==> src/core/serial_port_pkg.sv <==
package serial_port_pkg;

  // ************************************************************
  // Clock and timing
  // ************************************************************
  localparam int          CLOCK_HZ        = 50000000;
  localparam int          RESET_PULSE_NS  = 2000;
  localparam int          CLOCK_NS        = 20;
  localparam int          RESET_PULSE_CYC = (RESET_PULSE_NS + CLOCK_NS - 1) / CLOCK_NS;
  localparam int          BAUD_MIN        = 300;
  localparam int          BAUD_MAX        = 256000;
  // Bit period in clock cycles, longest at the slowest rate, shortest at the fastest
  localparam int          BIT_CYC_MAX     = CLOCK_HZ / BAUD_MIN;
  localparam int          BIT_CYC_MIN     = CLOCK_HZ / BAUD_MAX;
  localparam int          DIV_W           = 18;
  localparam logic [17:0] DIV_RESET       = 18'(CLOCK_HZ / 9600);
  localparam logic [17:0] DIV_LO          = 18'(BIT_CYC_MIN);
  localparam logic [17:0] DIV_HI          = 18'(BIT_CYC_MAX);

  // ************************************************************
  // Frame format and receive buffer
  // ************************************************************
  localparam int          DATA_BITS       = 8;
  localparam logic [3:0]  FRAME_BITS      = 4'h9;
  localparam int          BUF_DEPTH       = 16;
  localparam int          BUF_AW          = 4;

  // ************************************************************
  // Port ownership, receiver and auto baud states
  // ************************************************************
  typedef enum logic [1:0] {
    OWNER_APP      = 2'b00,
    OWNER_DOWNLOAD = 2'b01,
    OWNER_FIRMWARE = 2'b10
  } owner_t;

  typedef enum logic [1:0] {
    RX_IDLE  = 2'b00,
    RX_START = 2'b01,
    RX_DATA  = 2'b10,
    RX_STOP  = 2'b11
  } rx_state_t;

  typedef enum logic [1:0] {
    AB_OFF   = 2'b00,
    AB_WAIT  = 2'b01,
    AB_MEAS  = 2'b10
  } ab_state_t;

endpackage

==> src/core/primary_serial_port.sv <==
`timescale 1ns/1ps
module primary_serial_port
  import serial_port_pkg::*;
(
  input  wire logic        clock,
  input  wire logic        nrst,
  input  wire logic        rxd,
  output logic             txd,
  input  wire logic        buffered_mode,
  input  wire logic        autobaud_req,
  input  wire logic [17:0] bit_cyc_set,
  input  wire logic        bit_cyc_load,
  output logic [17:0]      bit_cyc,
  output logic             autobaud_busy,
  input  wire logic        tx_valid,
  input  wire logic [7:0]  tx_data,
  output logic             tx_ready,
  input  wire logic        rx_take,
  output logic             rx_valid,
  output logic [7:0]       rx_data,
  output logic             rx_overrun,
  input  wire logic        download_active,
  input  wire logic        firmware_active,
  output logic             loader_valid,
  output logic [7:0]       loader_data,
  output logic             loader_firmware,
  output logic             app_owns_port
);

  // ************************************************************
  // Ownership of the port
  // ************************************************************
  owner_t owner, next_owner;
  always_comb begin
    next_owner = owner;
    // Firmware load wins over a code download; ownership follows the inputs one cycle later
    if (firmware_active)      next_owner = OWNER_FIRMWARE;
    else if (download_active) next_owner = OWNER_DOWNLOAD;
    else                      next_owner = OWNER_APP;
  end

  // ************************************************************
  // Bit timing and auto baud
  // ************************************************************
  ab_state_t        ab, next_ab;
  logic [DIV_W-1:0] ab_cnt, next_ab_cnt, next_bit_cyc;
  logic             rx_prev;

  always_comb begin
    next_ab      = ab;
    next_ab_cnt  = ab_cnt;
    next_bit_cyc = bit_cyc;
    if (bit_cyc_load && bit_cyc_set >= DIV_LO && bit_cyc_set <= DIV_HI)
      next_bit_cyc = bit_cyc_set;
    case (ab)
      AB_OFF:  if (autobaud_req) next_ab = AB_WAIT;
      AB_WAIT: begin
        if (rx_prev && !rxd) begin
          next_ab     = AB_MEAS;
          next_ab_cnt = 18'h1;
        end
      end
      AB_MEAS: begin
        // Length of the low start bit is taken as one bit period
        if (rxd) begin
          next_ab = AB_OFF;
          if (ab_cnt >= DIV_LO && ab_cnt <= DIV_HI) next_bit_cyc = ab_cnt;
        end else if (ab_cnt == DIV_HI) begin
          next_ab = AB_WAIT;        // Too slow: break or noise, try again
        end else begin
          next_ab_cnt = ab_cnt + 18'h1;
        end
      end
      default: next_ab = AB_OFF;
    endcase
  end

  // ************************************************************
  // Receiver
  // ************************************************************
  rx_state_t        rx, next_rx;
  logic [DIV_W-1:0] rx_cnt, next_rx_cnt;
  logic [2:0]       rx_idx, next_rx_idx;
  logic [7:0]       rx_sh, next_rx_sh;
  logic             got_byte;

  always_comb begin
    next_rx     = rx;
    next_rx_cnt = rx_cnt;
    next_rx_idx = rx_idx;
    next_rx_sh  = rx_sh;
    got_byte    = 1'b0;
    case (rx)
      RX_IDLE: begin
        // Receiver is held off while the rate is being measured
        if (rx_prev && !rxd && ab == AB_OFF) begin
          next_rx     = RX_START;
          next_rx_cnt = {1'b0, bit_cyc[17:1]};
        end
      end
      RX_START: begin
        if (rx_cnt > 18'h1) next_rx_cnt = rx_cnt - 18'h1;
        else if (rxd) next_rx = RX_IDLE;        // Glitch, not a start bit
        else begin
          next_rx     = RX_DATA;
          next_rx_cnt = bit_cyc;
          next_rx_idx = 3'h0;
        end
      end
      RX_DATA: begin
        if (rx_cnt > 18'h1) next_rx_cnt = rx_cnt - 18'h1;
        else begin
          next_rx_sh  = {rxd, rx_sh[7:1]};
          next_rx_cnt = bit_cyc;
          next_rx_idx = rx_idx + 3'h1;
          if (rx_idx == 3'(DATA_BITS - 1)) next_rx = RX_STOP;
        end
      end
      RX_STOP: begin
        if (rx_cnt > 18'h1) next_rx_cnt = rx_cnt - 18'h1;
        else begin
          next_rx  = RX_IDLE;
          // Bad stop bit drops the frame; no parity to
          got_byte = rxd;
        end
      end
      default: next_rx = RX_IDLE;
    endcase
  end

  // ************************************************************
  // Receive holding and background buffer
  // ************************************************************
  logic [7:0]        buf_mem [BUF_DEPTH];
  logic [BUF_AW:0]   wr_ptr, next_wr_ptr, rd_ptr, next_rd_ptr;
  logic              hold_valid, next_hold_valid, next_overrun;
  logic [7:0]        hold_data, next_hold_data;
  logic              app_byte, buf_full, buf_empty;

  assign app_byte  = got_byte && owner == OWNER_APP;
  assign buf_full  = (wr_ptr[BUF_AW] != rd_ptr[BUF_AW]) &&
                     (wr_ptr[BUF_AW-1:0] == rd_ptr[BUF_AW-1:0]);
  assign buf_empty = (wr_ptr == rd_ptr);

  always_comb begin
    next_wr_ptr     = wr_ptr;
    next_rd_ptr     = rd_ptr;
    next_hold_valid = hold_valid;
    next_hold_data  = hold_data;
    next_overrun    = rx_overrun;
    if (buffered_mode) begin
      if (rx_take && !buf_empty) next_rd_ptr = rd_ptr + 5'h1;
      if (rx_take) next_overrun = 1'b0;
      // A lost byte beats a clear of the overrun flag in the same cycle
      if (app_byte) begin
        if (!buf_full || (rx_take && !buf_empty)) next_wr_ptr = wr_ptr + 5'h1;
        else next_overrun = 1'b1;
      end
      next_hold_valid = 1'b0;
    end else begin
      if (rx_take) begin
        next_hold_valid = 1'b0;
        next_overrun    = 1'b0;
      end
      if (app_byte) begin
        if (hold_valid && !rx_take) next_overrun = 1'b1;
        next_hold_valid = 1'b1;
        next_hold_data  = rx_sh;
      end
    end
  end

  always_ff @(posedge clock) begin
    if (buffered_mode && app_byte && (!buf_full || (rx_take && !buf_empty)))
      buf_mem[wr_ptr[BUF_AW-1:0]] <= rx_sh;
  end

  assign rx_valid = buffered_mode ? !buf_empty : hold_valid;
  assign rx_data  = buffered_mode ? buf_mem[rd_ptr[BUF_AW-1:0]] : hold_data;

  // ************************************************************
  // Loader path and transmitter
  // ************************************************************
  logic tx_busy, tx_start;
  logic next_loader_valid;
  logic [7:0] next_loader_data;

  always_comb begin
    next_loader_valid = got_byte && owner != OWNER_APP;
    next_loader_data  = got_byte ? rx_sh : loader_data;
  end

  // Loader replies share the transmitter, so it is not gated by the owner
  assign tx_ready      = !tx_busy;
  assign tx_start      = tx_valid && !tx_busy;
  assign app_owns_port = (owner == OWNER_APP);
  assign loader_firmware = (owner == OWNER_FIRMWARE);
  assign autobaud_busy = (ab != AB_OFF);

  serial_tx u_tx (
    .clock   (clock),
    .nrst    (nrst),
    .bit_cyc (bit_cyc),
    .start   (tx_start),
    .data    (tx_data),
    .busy    (tx_busy),
    .txd     (txd)
  );

  // ************************************************************
  // State registers; nrst is an input only, never driven
  // ************************************************************
  always_ff @(posedge clock or negedge nrst) begin
    if (!nrst) begin
      owner       <= OWNER_APP;
      ab          <= AB_OFF;
      ab_cnt      <= '0;
      bit_cyc     <= DIV_RESET;
      rx_prev     <= 1'b1;
      rx          <= RX_IDLE;
      rx_cnt      <= '0;
      rx_idx      <= 3'h0;
      rx_sh       <= 8'h00;
      wr_ptr      <= '0;
      rd_ptr      <= '0;
      hold_valid  <= 1'b0;
      hold_data   <= 8'h00;
      rx_overrun  <= 1'b0;
      loader_valid <= 1'b0;
      loader_data <= 8'h00;
    end else begin
      owner       <= next_owner;
      ab          <= next_ab;
      ab_cnt      <= next_ab_cnt;
      bit_cyc     <= next_bit_cyc;
      rx_prev     <= rxd;
      rx          <= next_rx;
      rx_cnt      <= next_rx_cnt;
      rx_idx      <= next_rx_idx;
      rx_sh       <= next_rx_sh;
      wr_ptr      <= next_wr_ptr;
      rd_ptr      <= next_rd_ptr;
      hold_valid  <= next_hold_valid;
      hold_data   <= next_hold_data;
      rx_overrun  <= next_overrun;
      loader_valid <= next_loader_valid;
      loader_data <= next_loader_data;
    end
  end

endmodule // primary_serial_port

==> src/core/serial_tx.sv <==
`timescale 1ns/1ps
module serial_tx
  import serial_port_pkg::*;
(
  input  wire logic             clock,
  input  wire logic             nrst,
  input  wire logic [DIV_W-1:0] bit_cyc,
  input  wire logic             start,
  input  wire logic [7:0]       data,
  output logic                  busy,
  output logic                  txd
);

  logic [DIV_W-1:0] cnt, next_cnt;
  logic [3:0]       nbits, next_nbits;
  logic [8:0]       shreg, next_shreg;
  logic             next_txd;

  always_comb begin
    next_cnt   = cnt;
    next_nbits = nbits;
    next_shreg = shreg;
    next_txd   = txd;
    if (nbits == 4'h0) begin
      next_txd = 1'b1;
      if (start) begin
        // Start bit low, then data lsb first, then stop high
        next_shreg = {1'b1, data};
        next_txd   = 1'b0;
        next_nbits = FRAME_BITS + 4'h1;
        next_cnt   = bit_cyc;
      end
    end else if (cnt > 18'h1) begin
      next_cnt = cnt - 18'h1;
    end else begin
      next_cnt   = bit_cyc;
      next_nbits = nbits - 4'h1;
      next_txd   = (nbits == 4'h1) ? 1'b1 : shreg[0];
      next_shreg = {1'b1, shreg[8:1]};
    end
  end

  always_ff @(posedge clock or negedge nrst) begin
    if (!nrst) begin
      cnt   <= '0;
      nbits <= 4'h0;
      shreg <= 9'h1ff;
      txd   <= 1'b1;
    end else begin
      cnt   <= next_cnt;
      nbits <= next_nbits;
      shreg <= next_shreg;
      txd   <= next_txd;
    end
  end

  assign busy = (nbits != 4'h0);

endmodule // serial_tx

==> config.mk <==
export PLATFORM = sky130hd
export DESIGN_NAME = primary_serial_port
export DESIGN_NICKNAME = d
export VERILOG_FILES = /design/src/core/serial_port_pkg.sv /design/src/core/primary_serial_port.sv /design/src/core/serial_tx.sv
export SDC_FILE = /design/constraint.sdc
export NUM_CORES = 1
export LEC_CHECK = 0
export ABC_AREA = 1
export BUFFER_PORTS_ARGS = -buffer_cell sky130_fd_sc_hd__buf_2
export CORE_MARGIN = 5
export CORE_UTILIZATION = 40
export DETAILED_ROUTE_END_ITERATION = 7
export GPL_ROUTABILITY_DRIVEN = 1
export PLACE_DENSITY_LB_ADDON = 0.2
export SETUP_SLACK_MARGIN = 0.2
export SYNTH_ARGS = -nofsm -noshare
export SYNTH_HDL_FRONTEND = slang
export SYNTH_SLANG_ARGS = --single-unit
export TNS_END_PERCENT = 100
==> constraint.sdc <==
create_clock -name clock -period 2.3 [get_ports clock]
set_input_delay 0.46 -clock clock [delete_from_list [all_inputs] [get_ports clock]]
set_output_delay 0.46 -clock clock [all_outputs]
set_load 0.01 [all_outputs]
==> run summary, run 1 <==
Synth Cell Area: 13300 um^2
Critical path launch point type: register
Total power: 14000 uW
Top sig layer: met4
I/O pin count: 78
Share of cells above drive strength 1: 20.8%
Fill count: 3094
Max-cap violations: 0
RSZ-0062 raised after global routing: yes
Wire length per cell: 17.3 um
Worst clock skew: 0.0148 ns
Vias in the first global route: 10.8k
Final antenna-violating net count: 0
CP endpoint kind: output pin
Fin crit period: 2.65 ns
Failing checks: negative setup slack
Post-route design area: 16500 um^2
CTS tree: yes
Die X: 192 um
Total Routed Length: 37500 um
Top cell type's share of synthesized area: 29.0%
First-pass GRT wire length: 59200 um
WL met1: 16700 um
Clock-pin slew on the worst setup and hold paths: 0.06 ns
Leak Pwr: 0.00725 uW
Vias: 11.1k
Remaining DRCs: 0
Post-synth EDFFs: 128
Delay of the slowest critical-path stage: 0.49 ns
Worst-path fanout max: 6
Final critical-path share of the clock period: 115%
# diodes: 0
Core footprint: 32600 um^2
Placer Congestion: 0.935
First drt pass iteration count: 7
Post-Synthesis Cells: 1545
Asr flop ratio synth: 50.8%
Clk_lat worst skew: 0.56 ns
Min-delay worst type: primary input to register
Reg2reg setup slack: 0.13 ns
GRT overflow: 0
Synth warn: 0
Area Overhead vs Synth: 24.4%
Largest net degree at the start of global routing: 47
Syn Nets: 1600
CTS Buffer Depth: 3
Leading cell type in the layout, fill and taps excluded: nand2_1
Post-DP HPWL: 26000 um
CP required: 1.84 ns
Cell area after placement: 14600 um^2
Met3 WL: 1570 um
Mean Syn Cell Area: 8.58 um^2
Total Nets Final: 1753
Library cells used by synthesis: 46
Worst VDD drop: 558 uV
Status: finished with violations
Cell chain of the critical path: buf_4 > buf_4 > o21ai_2 > o22ai_2 > o211ai_1 > a21oi_1 > buf_2
Post-route setup slack: -0.347 ns
Synth area leader: edfxtp_1
Worst-Margin Slew: 0.755 ns
# setup viols final: 9
Antenna violations before repair: 0
Endpoints failing hold: 0
Largest cells by area after synthesis: edfxtp_1 (29%), dfrtp_1 (22%), nand2_1 (11%)
WS Path Type: register to output pin
#FFs+latches synth: 260
Die height: 192 um
Cts bufs inserted: 29
Critical Path AT: 2.19 ns
Most frequent cells in the layout: nand2_1 (372), nor2_1 (174), nand3_1 (135)
Crit-path slowest cell: dfrtp_2
PwrDens: 846 nW/um^2
Root buffer cell: clkbuf_16
Die area: 36900 um^2
Routed vias/inst: 5.13
Row count: 66
Initial Util: 40.7%
Sequential fraction of the synthesis area: 54.0%
Most frequent CP cell: buf_4
Synth Flop Type: edfxtp_1
Met2 wire len: 18500 um
Relative slew slack: 49.3%
Final Max Tran Viols: 0
Peak Freq: 0.378 GHz
PortBufs: 77
Clock Sinks: 260
Gr usage total: 20.1%
DR iter-0 viols: 732
H-tree depth: 1
## critical path, delay by kind of cell, from the launching register on
kind / cells / cell delay (ns)
AOI/OAI and AO/OA: 4 / 0.69
DFF: 1 / 0.49
buffers and inverters: 3 / 0.45
## cell type report
class	instances	area, um^2	share of cell area, %
Clock inverter	14	194	1.18
Inverter	146	578	3.51
Multi-Input combinational cell	1084	5740	34.8
Clock buffer	40	827	5.01
Timing Repair inverter	1	5.00	0.0303
Sequential cell	260	7170	43.5
Timing Repair Buffer	176	1430	8.65
Tap cell	442	553	3.35
## worst paths after layout
check / end / from / depth (start not counted)
max reg2reg: buf_mem[14][0] / rx_cnt[0] / 11
min reg2reg: u_tx.shreg[1] / u_tx.shreg[1] / 2
min: rx_prev / rxd / 1
max: rx_data[0] / rd_ptr[0] / 7
max in group asynchronous: u_tx.shreg[6] / nrst / 3
min in group asynchronous: u_tx.cnt[3] / nrst / 2
## synth_stat cells (all sizes together) (2+ instances only)
master and n:
nand2 396, nor2 210, inv 141, nand3 140, o21ai 133, edfxtp 128
dfrtp 117, a21oi 38, clkbuf 34, xor2 33, buf 21, nor3 20
ha 19, o211ai 19, o22ai 17, dfstp 15, nand4 14, xnor2 13
o221ai 11, or2 6, clkinv 5, nand3b 4, a31oi 2, nor4 2
## flip-flops by register name, summed over array words and instances (netlist names), named ones only
name          count
hold_valid        1
u_tx.cnt         18
rx_overrun        1
ab                2
rx_sh             8
rd_ptr            5
u_tx.txd          1
u_tx.shreg        8
bit_cyc          18
rx_cnt           18
loader_valid      1
u_tx.nbits        4
hold_data         8
ab_cnt           18
buf_mem         128
wr_ptr            5
loader_data       8
rx_prev           1
rx_idx            3
owner             2
rx                1
## kinds of logic (layout without fill, tap and decap cells)
kind of cell	after synthesis	in the layout	synth area share, %
AND/OR/NAND/NOR	794	794	25.6
flip-flops	260	260	54.0
AO/OA/AOI/OAI	225	225	9.55
buffers and inverters	201	377	5.98
XOR/XNOR	46	46	3.04
adder cells (fa/ha/maj)	19	19	1.79
## layer usage
layer  global-route usage (%)  vias to the layer above
met1                     27.6                     5336
met4                     4.25                        0
li1                         -                     5444
met3                     2.20                       48
met5                        0                        -
met2                     34.5                      274
## through the flow
step	setup slack [ns]	cells	TNS [ns]	hold WS, ns	util (%)
3_3_place_gp	0.00952	2069	0	0.417	44.9
3_5_place_dp	-0.0360	2069	-1.15	0.428	44.9
6_report	-0.347	2163	-2.74	0.0643	50.6
2_1_floorplan	0.138	1545	0	0.164	-
5_1_grt	-0.521	2163	-3.74	0.0420	50.6
4_1_cts	-0.334	2146	-2.77	0.0296	49.4
## report_power, final
part / switching (uW) / total, uW / internal [uW]
Sequential: 221 / 5250 / 5030
Clock: 1940 / 4910 / 2970
Combinational: 2220 / 3790 / 1570
Total: 4380 / 14000 / 9570
## what timing repair did
| action | 4_1_cts | 5_1_grt |
|---|---|---|
| pin swaps | 34 | 28 |
| endpoints found under the hold margin | 37 | 0 |
| endpoints found under the setup margin | 146 | 217 |
| hold buffers | 2 | 0 |
| setup buffers | 18 | 14 |
| gates cloned | 3 | 3 |
| resized for setup | 68 | 60 |
Note: power is estimated with default switching activity, not from simulation.
==> run 2: changes to the inputs <==
==> constraint.sdc (replaced) <==
create_clock -name clock -period 2.3 [get_ports clock]
set_input_delay 0.23 -clock clock [delete_from_list [all_inputs] [get_ports clock]]
set_output_delay 0.23 -clock clock [all_outputs]
set_load 0.01 [all_outputs]
==> run summary, run 2 (synthesis gave the netlist of run 1 again) <==
Remaining DRCs: 0 (unchanged)
Reg2reg start: rd_ptr[0] (was rx_cnt[0])
Total placed cells including tap cells: 2059 (was 2069)
CTS tree: yes (unchanged)
Min-delay worst type: primary input to register (unchanged)
Critical Path AT: 2.19 ns (about the same)
Total Routed Length: 36700 um (was 37500 um)
Leak Pwr: 0.00714 uW (was 0.00725 uW)
PortBufs: 77 (unchanged)
Logic pwr share: 26.5% (was 27.2%)
Core footprint: 32600 um^2 (unchanged)
TNS Setup: -0.788 ns (was -2.74 ns)
Gr usage total: 20.0% (was 20.1%)
Non-filler cells, final: 2157 (was 2163)
CP required: 2.07 ns (was 1.84 ns)
Peak Freq: 0.413 GHz (was 0.378 GHz)
Crit path buffers/inverters: 3 (unchanged)
Row count: 66 (unchanged)
GRT overflow: 0 (unchanged)
Cts bufs inserted: 30 (was 29)
Initial Util: 40.7% (unchanged)
Fin crit period: 2.42 ns (was 2.65 ns)
Worst clock skew: 0.0185 ns (was 0.0148 ns)
Top delay family on crit path: compound AO/OA/AOI/OAI gates (unchanged)
Switch share: 31.8% (was 31.4%)
CTS Buffer Depth: 3 (unchanged)
End-of-flow core utilization: 49.9% (was 50.6%)
Vias: 11.0k (was 11.1k)
# diodes: 0 (unchanged)
WS Path Type: register to output pin (unchanged)
Worst-Margin Slew: 0.778 ns (was 0.755 ns)
Die height: 192 um (unchanged)
Post-DP HPWL: 25200 um (was 26000 um)
CP endpoint kind: output pin (unchanged)
Max-cap violations: 0 (unchanged)
Final critical-path share of the clock period: 105% (was 115%)
PwrDens: 827 nW/um^2 (was 846 nW/um^2)
Cell chain of the critical path: clkinv_4 > buf_16 > o21ai_0 > o22ai_1 > o211ai_1 > a21oi_1 > buf_2 (was buf_4 > buf_4 > o21ai_2 > o22ai_2 > o211ai_1 > a21oi_1 > buf_2)
First drt pass iteration count: 5 (was 7)
RSZ-0062 raised after global routing: yes (unchanged)
Reg2reg path depth: 11 (unchanged)
Leading cell type in the layout, fill and taps excluded: nand2_1 (unchanged)
Part of the total power dissipated in the clock network: 34.5% (was 35.2%)
Internal: 9190 uW (was 9570 uW)
Placer Congestion: 0.890 (was 0.935)
Most frequent cells in the layout: nand2_1 (375), nor2_1 (177), nand3_1 (133) (was nand2_1 (372), nor2_1 (174), nand3_1 (135))
Largest net degree at the start of global routing: 75 (was 47)
Endpoints failing hold: 0 (unchanged)
CP Capture Point: rx_data[5] (was rx_data[0])
Max reg flops: 128 (unchanged)
Share of cells above drive strength 1: 18.7% (was 20.8%)
Status: finished with violations (unchanged)
Post-route setup slack: -0.123 ns (was -0.347 ns)
H-tree depth: 1 (unchanged)
Crit-path slowest cell: dfrtp_2 (unchanged)
Vias in the first global route: 10.8k (about the same)
Worst VDD drop: 566 uV (was 558 uV)
Worst r2r dst: buf_mem[2][1] (was buf_mem[14][0])
Wire length per cell: 17.0 um (was 17.3 um)
First-pass GRT wire length: 58900 um (was 59200 um)
Clock-pin slew on the worst setup and hold paths: 0.06 ns (about the same)
Relative slew slack: 47.8% (was 49.3%)
Reg2reg setup slack: 0.10 ns (was 0.13 ns)
Critical path launch point type: register (unchanged)
Startpoint of the worst hold path: tx_data[4] (was rxd)
Final antenna-violating net count: 0 (unchanged)
Antenna violations before repair: 0 (unchanged)
Reported net switching power: 4280 uW (was 4380 uW)
Total Nets Final: 1746 (was 1753)
Root buffer cell: clkbuf_16 (unchanged)
Worst-path fanout max: 16 (was 6)
Die area: 36900 um^2 (unchanged)
Area Overhead vs Synth: 22.8% (was 24.4%)
Routed vias/inst: 5.11 (was 5.13)
CP Depth: 7 (unchanged)
Clk_lat worst skew: 0.58 ns (was 0.56 ns)
# setup viols final: 8 (was 9)
Die X: 192 um (unchanged)
Failing checks: negative setup slack (unchanged)
I/O pin count: 78 (unchanged)
Delay of the slowest critical-path stage: 0.43 ns (was 0.49 ns)
Final Max Tran Viols: 0 (unchanged)
DR iter-0 viols: 710 (was 732)
Critical path startpoint: rd_ptr[0] (unchanged)
Clock Sinks: 260 (unchanged)
Part of the power in registers: 39.0% (was 37.6%)
-- run 2: metal layers --
| metal | global-route usage [%] | routed length, um | vias up |
|---|---|---|---|
| met5 | 0 | 0 | - |
| met4 | 5.49 | 1070 | 0 |
| met3 | 2.84 | 2130 | 76 |
| met2 | 33.7 | 17500 | 333 |
| met1 | 27.1 | 16000 | 5183 |
| li1 | - | - | 5423 |
-- run 2: through the flow --
| step | total power (uW) | hold WS [ns] | worst slack [ns] | instance area, um^2 |
|---|---|---|---|---|
| 4_1_cts | 13400 | 0.00163 | -0.148 | 16000 |
| 3_3_place_gp | 8110 | 0.111 | 0.177 | 14500 |
| 5_1_grt | 14100 | 0.0371 | -0.229 | 16300 |
| 3_5_place_dp | 8130 | 0.109 | 0.132 | 14500 |
| 6_report | 13500 | 0.0166 | -0.123 | 16300 |
| 2_1_floorplan | 6960 | -0.0656 | 0.138 | 13400 |
-- run 2: worst min-delay path by stage --
stage	cells past startpoint	slack [ns]	to
after floorplan	0	-0.07	asynchronous set/reset pin
after global placement	1	0.11	u_tx.cnt[2]
after detailed placement	1	0.11	u_tx.cnt[2]
after CTS	4	0.002	u_tx.shreg[4]
after global routing	4	0.04	u_tx.shreg[4]
final	4	0.02	u_tx.shreg[4]
-- run 2: what timing repair did --
action | CTS | global route
hold buffers | 13 | 0
setup endpoints to repair | 138 | 214
resized for setup | 54 | 60
cloned | 3 | 3
endpoints found under the hold margin | 137 | 0
pin swaps | 24 | 16
buffers inserted | 15 | 8
-- run 2: layout make-up --
| class | instances | area, um^2 |
|---|---|---|
| tap | 442 | 553 |
| multi-input combinational | 1084 | 5690 |
| sequential | 260 | 7170 |
| timing repair buffer | 167 | 1320 |
| inverter | 146 | 577 |
| fill | 3074 | 16300 |
| clock buffer | 37 | 777 |
| timing repair inverter | 2 | 11.3 |
| clock inverter | 19 | 188 |
-- run 2: tightest hold or removal path, cell delays in order --
cell and delay (ns):
buf_2 0.07, or2_2 0.09, o211ai_1 0.08, nand2_1 0.07
-- run 2: power groups by stage --
stage	sequential, uW	clock (uW)	combinational (uW)
finish	5260	4640	3570
global route	5280	4970	3880
CTS	5250	4760	3340
detailed placement	5340	0	2790
global placement	5330	0	2780
floorplan	5270	0	1690
